**config.mk**
```make
export PLATFORM = sky130hd
export DESIGN_NAME = lps_ctrl_flat
export DESIGN_NICKNAME = d
export VERILOG_FILES = /design/src/design/lps_pkg.sv /design/src/design/lps_link_if.sv /design/src/design/lps_ctrl.sv /design/src/flat_wrapper.sv
export SDC_FILE = /design/constraint.sdc
export NUM_CORES = 1
export LEC_CHECK = 0
export ABC_AREA = 1
export BUFFER_PORTS_ARGS = -buffer_cell sky130_fd_sc_hd__buf_2
export CAP_MARGIN = 5
export CELL_PAD_IN_SITES_DETAIL_PLACEMENT = 0
export CELL_PAD_IN_SITES_GLOBAL_PLACEMENT = 1
export CORE_AREA = 2 2 135 97
export DETAILED_ROUTE_END_ITERATION = 7
export DIE_AREA = 0 0 137 99
export HOLD_SLACK_MARGIN = 0.02
export PLACE_DENSITY_LB_ADDON = 0.1
export SLEW_MARGIN = 25
export SYNTH_ARGS = -nofsm -noshare
export SYNTH_HDL_FRONTEND = slang
export SYNTH_SLANG_ARGS = --single-unit
export TNS_END_PERCENT = 5
```
**constraint.sdc**
```tcl
create_clock -name ref_clk_in -period 2.1 [get_ports ref_clk_in]
set_input_delay 0.63 -clock ref_clk_in [delete_from_list [all_inputs] [get_ports ref_clk_in]]
set_output_delay 0.63 -clock ref_clk_in [all_outputs]
set_load 0.01 [all_outputs]
```
**src/design/lps_pkg.sv**
```systemverilog
package lps_pkg;
  localparam int LPS_PIXELS = 128;
  localparam int LPS_PIX_W = 8;
  localparam int LPS_CLK_MHZ = 125;
  // Link clock limits in kHz; integration limits in microseconds, the least in tenths of microseconds.
  localparam int LPS_LINK_MIN_KHZ = 5;
  localparam int LPS_LINK_MAX_KHZ = 2000;
  localparam int LPS_INT_MIN_US_X10 = 645;
  localparam int LPS_INT_MAX_US = 100000;
  // Half period of the link clock, in system clocks, for the fastest legal rate.
  localparam int LPS_HALF_DIV = (LPS_CLK_MHZ * 1000 + 2 * LPS_LINK_MAX_KHZ - 1) /
                                (2 * LPS_LINK_MAX_KHZ);
  localparam int LPS_DIV_W = 16;
  localparam logic [LPS_DIV_W-1:0] LPS_DIV_ONE = 16'h0001;
  localparam logic [LPS_DIV_W-1:0] LPS_DIV_ZERO = 16'h0000;
  // Least integration time in link clock periods, rounded up.
  localparam int LPS_INT_MIN_CYC = (LPS_INT_MIN_US_X10 * LPS_LINK_MAX_KHZ + 9999) / 10000;
  localparam int LPS_CNT_W = 32;
  localparam logic [LPS_CNT_W-1:0] LPS_CNT_ONE = 32'h00000001;
  localparam logic [LPS_CNT_W-1:0] LPS_CNT_ZERO = 32'h00000000;
endpackage

```
**src/design/lps_link_if.sv**
```systemverilog
`timescale 1ns/100ps
interface lps_link_if;
  import lps_pkg::*;
  logic link_clk;
  logic frame_start;
  logic [LPS_PIX_W-1:0] pixel_analog_out;
  logic pixel_analog_oe;
  modport device (input link_clk, input frame_start, output pixel_analog_out,
                  output pixel_analog_oe);
  modport ctrl (output link_clk, output frame_start, input pixel_analog_out,
                input pixel_analog_oe);
endinterface

```
**src/design/lps_ctrl.sv**
```systemverilog
`timescale 1ns/100ps
module lps_ctrl #(
  parameter int PIXELS = lps_pkg::LPS_PIXELS,
  parameter int PIX_W = lps_pkg::LPS_PIX_W,
  parameter logic [lps_pkg::LPS_DIV_W-1:0] HALF_DIV = 16'(lps_pkg::LPS_HALF_DIV)
) (
  // System
  input wire logic ref_clk_in,
  input wire logic rst_in,
  // Link
  lps_link_if.ctrl link,
  // User request
  input wire logic start_in,
  input wire logic [lps_pkg::LPS_CNT_W-1:0] period_in,
  // User data
  output logic [PIX_W-1:0] pix_data_out,
  output logic pix_valid_out,
  output logic busy_out
);
  import lps_pkg::*;
  typedef enum logic [1:0] {
    LPS_IDLE = 2'b00,
    LPS_ARM = 2'b01,
    LPS_RUN = 2'b10
  } lps_state_t;
  lps_state_t state_r;
  logic [LPS_DIV_W-1:0] div_r;
  logic lclk_r;
  logic fs_r;
  logic [LPS_CNT_W-1:0] gap_r;
  logic [PIX_W-1:0] data_r;
  logic valid_r;
  logic half_tick;
  logic fall_tick;
  logic rise_tick;
  logic gap_ok;
  assign half_tick = (div_r == HALF_DIV - LPS_DIV_ONE);
  assign rise_tick = half_tick & ~lclk_r;
  assign fall_tick = half_tick & lclk_r;
  // Spacing is never shorter than the least integration time.
  assign gap_ok = (gap_r >= LPS_CNT_W'(LPS_INT_MIN_CYC)) && (gap_r >= period_in);
  always_ff @(posedge ref_clk_in or posedge rst_in) begin
    if (rst_in) begin
      div_r <= LPS_DIV_ZERO;
      lclk_r <= 1'b0;
    end else begin
      div_r <= half_tick ? LPS_DIV_ZERO : div_r + LPS_DIV_ONE;
      if (half_tick) begin
        lclk_r <= ~lclk_r;
      end
    end
  end
  always_ff @(posedge ref_clk_in or posedge rst_in) begin
    if (rst_in) begin
      state_r <= LPS_IDLE;
      fs_r <= 1'b0;
      gap_r <= LPS_CNT_ZERO;
    end else begin
      if (rise_tick && gap_r != '1) begin
        gap_r <= gap_r + LPS_CNT_ONE;
      end
      case (state_r)
        LPS_IDLE: begin
          if (start_in && gap_ok && fall_tick) begin
            fs_r <= 1'b1;
            state_r <= LPS_ARM;
          end
        end
        LPS_ARM: begin
          if (fall_tick) begin
            fs_r <= 1'b0;
            gap_r <= LPS_CNT_ONE;
            state_r <= LPS_RUN;
          end
        end
        LPS_RUN: begin
          if (gap_r > LPS_CNT_W'(PIXELS + 1)) begin
            state_r <= LPS_IDLE;
          end
        end
        default: state_r <= LPS_IDLE;
      endcase
    end
  end
  // Pixel level is taken at the falling link edge, half a period after it changed.
  always_ff @(posedge ref_clk_in or posedge rst_in) begin
    if (rst_in) begin
      data_r <= '0;
      valid_r <= 1'b0;
    end else begin
      valid_r <= fall_tick & link.pixel_analog_oe;
      if (fall_tick && link.pixel_analog_oe) begin
        data_r <= link.pixel_analog_out;
      end
    end
  end
  assign link.link_clk = lclk_r;
  assign link.frame_start = fs_r;
  assign pix_data_out = data_r;
  assign pix_valid_out = valid_r;
  assign busy_out = (state_r != LPS_IDLE);
endmodule

```
**src/flat_wrapper.sv**
```systemverilog
// flat-port wrapper written by rule: the top's interface ports become plain ports
module lps_ctrl_flat import lps_pkg::*;
#(
  parameter int PIXELS = lps_pkg::LPS_PIXELS,
  parameter int PIX_W = lps_pkg::LPS_PIX_W,
  parameter logic [lps_pkg::LPS_DIV_W-1:0] HALF_DIV = 16'(lps_pkg::LPS_HALF_DIV)
)
  (ref_clk_in, rst_in, start_in, period_in, pix_data_out, pix_valid_out, busy_out, link_link_clk, link_frame_start, link_pixel_analog_out, link_pixel_analog_oe);
  lps_link_if link_i ();
  input wire logic ref_clk_in;
  input wire logic rst_in;
  input wire logic start_in;
  input wire logic [lps_pkg::LPS_CNT_W-1:0] period_in;
  output logic [PIX_W-1:0] pix_data_out;
  output logic pix_valid_out;
  output logic busy_out;
  output wire logic [$bits(link_i.link_clk)-1:0] link_link_clk;
  output wire logic [$bits(link_i.frame_start)-1:0] link_frame_start;
  input wire logic [$bits(link_i.pixel_analog_out)-1:0] link_pixel_analog_out;
  input wire logic [$bits(link_i.pixel_analog_oe)-1:0] link_pixel_analog_oe;
  assign link_link_clk = link_i.link_clk;
  assign link_frame_start = link_i.frame_start;
  assign link_i.pixel_analog_out = link_pixel_analog_out;
  assign link_i.pixel_analog_oe = link_pixel_analog_oe;
  lps_ctrl #(.PIXELS(PIXELS), .PIX_W(PIX_W), .HALF_DIV(HALF_DIV)) u_core (.ref_clk_in(ref_clk_in), .rst_in(rst_in), .link(link_i), .start_in(start_in), .period_in(period_in), .pix_data_out(pix_data_out), .pix_valid_out(pix_valid_out), .busy_out(busy_out));
endmodule
```
==> run_results.csv <==
group,metric,value,unit
timing,rsz0062_at_grt,"true",
timing,max_slew.worst_pin.slew,0.553,ns
die,fp.coreArea,0.0123,mm2
clocking,htreeDepth,3,
synth,synth_seq_area_share,33.4,%
synth,syn_nets,731,
place,dp_hpwl,9.91,mm
timing,fin_crit,1.96,ns
power,peakVddDrop,0.336,mV
route,drt_iter0_drc,306,
synth,synthCells,651,
setup_path,cp_max_fo,6,
clocking,cts_buffers,9,
power,leakage,2.86,nW
global_route,grt_pass1_vias,4152,
synth,ys.flop_type,"dfrtp_1",
synth,synthAdderAreaFrac,9.84,%
min_path,hold_class,"in -> async",
setup_path,rrSetupSlack,0.14,ns
synth,netlist.area_leader.share,33.4,%
route,viasPerCell,4.75,
finish,nets,814,
synth,synth.area.mux_share,0,%
global_route,grt_max_degree,55,
die,io_pins,56,
synth,post-synth-top-count-cell,"nand2_1",
timing,relSlewSlack,63.0,%
finish,final_core_util,45.4,%
timing,fin_worst_skew,0.00586,ns
setup_path,crit_type,"reg -> reg",
setup_path,end_kind,"flip-flop",
global_route,antenna_found_initial,0,
place,io_buffers,55,
finish,stdcell_count,900,
setup_path,rr_startpoint,"u_core.gap_r[4]",
place,dp_cells,882,
die,initial_core_util,37.4,%
clocking,clock_latency,0.33,ns
route,postRouteWirelength,12.5,mm
route,drc_errors,0,
route,vias,4272,
clocking,cts_tree,"built",
synth,synth-seq-cells,61,
timing,hold_slack,0.353,ns
timing,fmax,509,MHz
setup_path,start_kind,"flip-flop",
timing,slew_viol_final,0,
synth,synth_top_area_cell,"dfrtp_1",
synth,synth_xor_area_share,6.31,%
global_route,grt_pass1_wl,20.7,mm
route,routedWlPerCell,13.9,um
synth,ys_async_sr_fraction,100,%
timing,finalSetupViolations,0,
run,drv_cap,0,
synth,synth_area,0.00458,mm2
synth,yosys.area_share.simple,31.6,%
clocking,clock_sinks,61,
finish,final_area,0.00556,mm2
die,die_h,99,um
status,status,"finished, final reports clean",
clocking,ctsLongestPathBuffers,2,
global_route,overflow,0,
route,dr.pass1.iters,4,
die,die_x,137,um
synth,yosys_warnings,0,
synth,synth_compound_area_share,8.53,%
die,die_area,0.0136,mm2
synth,synth_edf_count,0,
clocking,clk_pin_slew,0.05,ns
timing,tns,0,ns
finish,layout.filler_cells,1273,
synth,synth_common_cells,"167 x nand2_1, 102 x inv_1, 82 x nor2_1, 61 x dfrtp_1, 36 x ha_1",
timing,timing.final.crit_share,93.6,%
finish,area_growth,21.4,%
route,antenna_left,0,
power,powerDensity,510,mW/mm2
synth,synth_top_family_by_area,"simple AND/OR/NAND/NOR gates",
global_route,track_usage,19.8,%
setup_path,required,2.33,ns
setup_path,cp.arrival,2.19,ns
synth,synthTopCellsByArea,"dfrtp_1 33%, nand2_1 14%, ha_1 9.8%",
clocking,clock-root-buffer,"clkbuf_16",
place,placed_area,0.00520,mm2
synth,avgSynthCellArea,7.03,um2
timing,hold_violations,0,
setup_path,rr_worst_depth,8,
setup_path,r2r-end,"u_core.gap_r[15]",
synth,ys_types,33,
finish,n_antenna_cell,0,
die,rows,34,
place,gp_routability_congestion,0.905,
finish,drive_above_1_share,17.1,%
-- layer usage --
layer / track usage (%) / vias to the layer above / wire (um)
met4: 4.20 / 0 / 70
met5: 0 / - / 0
li1: - / 2237 / -
met3: 4.32 / 6 / 920
met2: 27.1 / 91 / 4980
met1: 31.4 / 1938 / 6550
-- layout by cell type, fill, tap and decap left out, drive strengths merged --
cell,n
o21ai,36
xor2,30
or2,1
buf,82
nor4,3
nor2,86
clkbuf,11
o21a,3
nand2,169
dfrtp,61
bufinv,1
a21o,2
xnor2,3
ha,36
clkinvlp,2
a21oi,27
nand3,26
o32ai,1
a211oi,3
a31oi,1
nor3,32
clkinv,2
nand4,16
inv,104
-- power by group --
group	total [mW]	switching, mW	internal, mW
logic	0.144	0.0788	0.0648
clock network	1.51	0.534	0.971
registers	1.19	0.00395	1.18
-- repair_timing --
item	in CTS	in global routing
endpoints found under the hold margin	0	0
gates resized for setup	0	12
hold buffers	0	0
setup buffers	0	3
endpoints found under the setup margin	0	21
-- stage by stage --
| stage | power [mW] | setup slack, ns |
|---|---|---|
| after floorplan | 1.28 | 0.320 |
| after global placement | 1.35 | -0.155 |
| after detailed placement | 1.35 | -0.157 |
| after CTS | 2.87 | 0.0913 |
| after global routing | 2.96 | -0.0335 |
| final | 2.84 | 0.135 |
-- state kept, by name, indices dropped and copies added (netlist names) --
| signal | flops |
|---|---|
| u_core.link.frame_start | 1 |
| u_core.link.link_clk | 1 |
| u_core.state_r | 2 |
| u_core.div_r | 16 |
| u_core.gap_r | 32 |
| u_core.pix_valid_out | 1 |
| u_core.pix_data_out | 8 |
-- how the worst max path moves through the flow --
stage / end / slack, ns / startpoint
finish: u_core.gap_r[15] / 0.14 / u_core.gap_r[4]
global route: u_core.gap_r[22] / -0.03 / u_core.gap_r[0]
CTS: u_core.link.frame_start / 0.09 / u_core.gap_r[31]
detailed placement: u_core.link.frame_start / -0.16 / period_in[31]
global placement: u_core.link.frame_start / -0.15 / period_in[31]
floorplan: u_core.state_r[0] / 0.32 / period_in[15]
-- final cells by class --
| type | instances | area (um2) | area share, % |
|---|---|---|---|
| multi-input cells | 475 | 2610 | 46.9 |
| flip-flops and latches | 61 | 1530 | 27.5 |
| clock inverters | 4 | 47.5 | 0.855 |
| clock buffers | 11 | 253 | 4.55 |
| repair buffers | 82 | 515 | 9.28 |
| well taps | 162 | 203 | 3.65 |
| inverters | 105 | 405 | 7.29 |
-- worst max-delay path: stages, from the launching register on --
cell and delay (ns):
dfrtp_1 0.44, nand2_1 0.14, nor2_2 0.19, nand4_1 0.25, nor2_1 0.28, buf_4 0.16, xor2_1 0.14, nor2_1 0.06
a211oi_1 0.22
-- cell families (layout without fill, tap and decap cells) --
group / after synthesis / count (layout)
and+or+nand+nor: 333 / 333
buffers and inverters: 115 / 202
AOI/OAI and AO/OA: 73 / 73
DFF: 61 / 61
adders and majority gates: 36 / 36
xor gates and xnor gates: 33 / 33
Power figures use the tool's default switching activity.
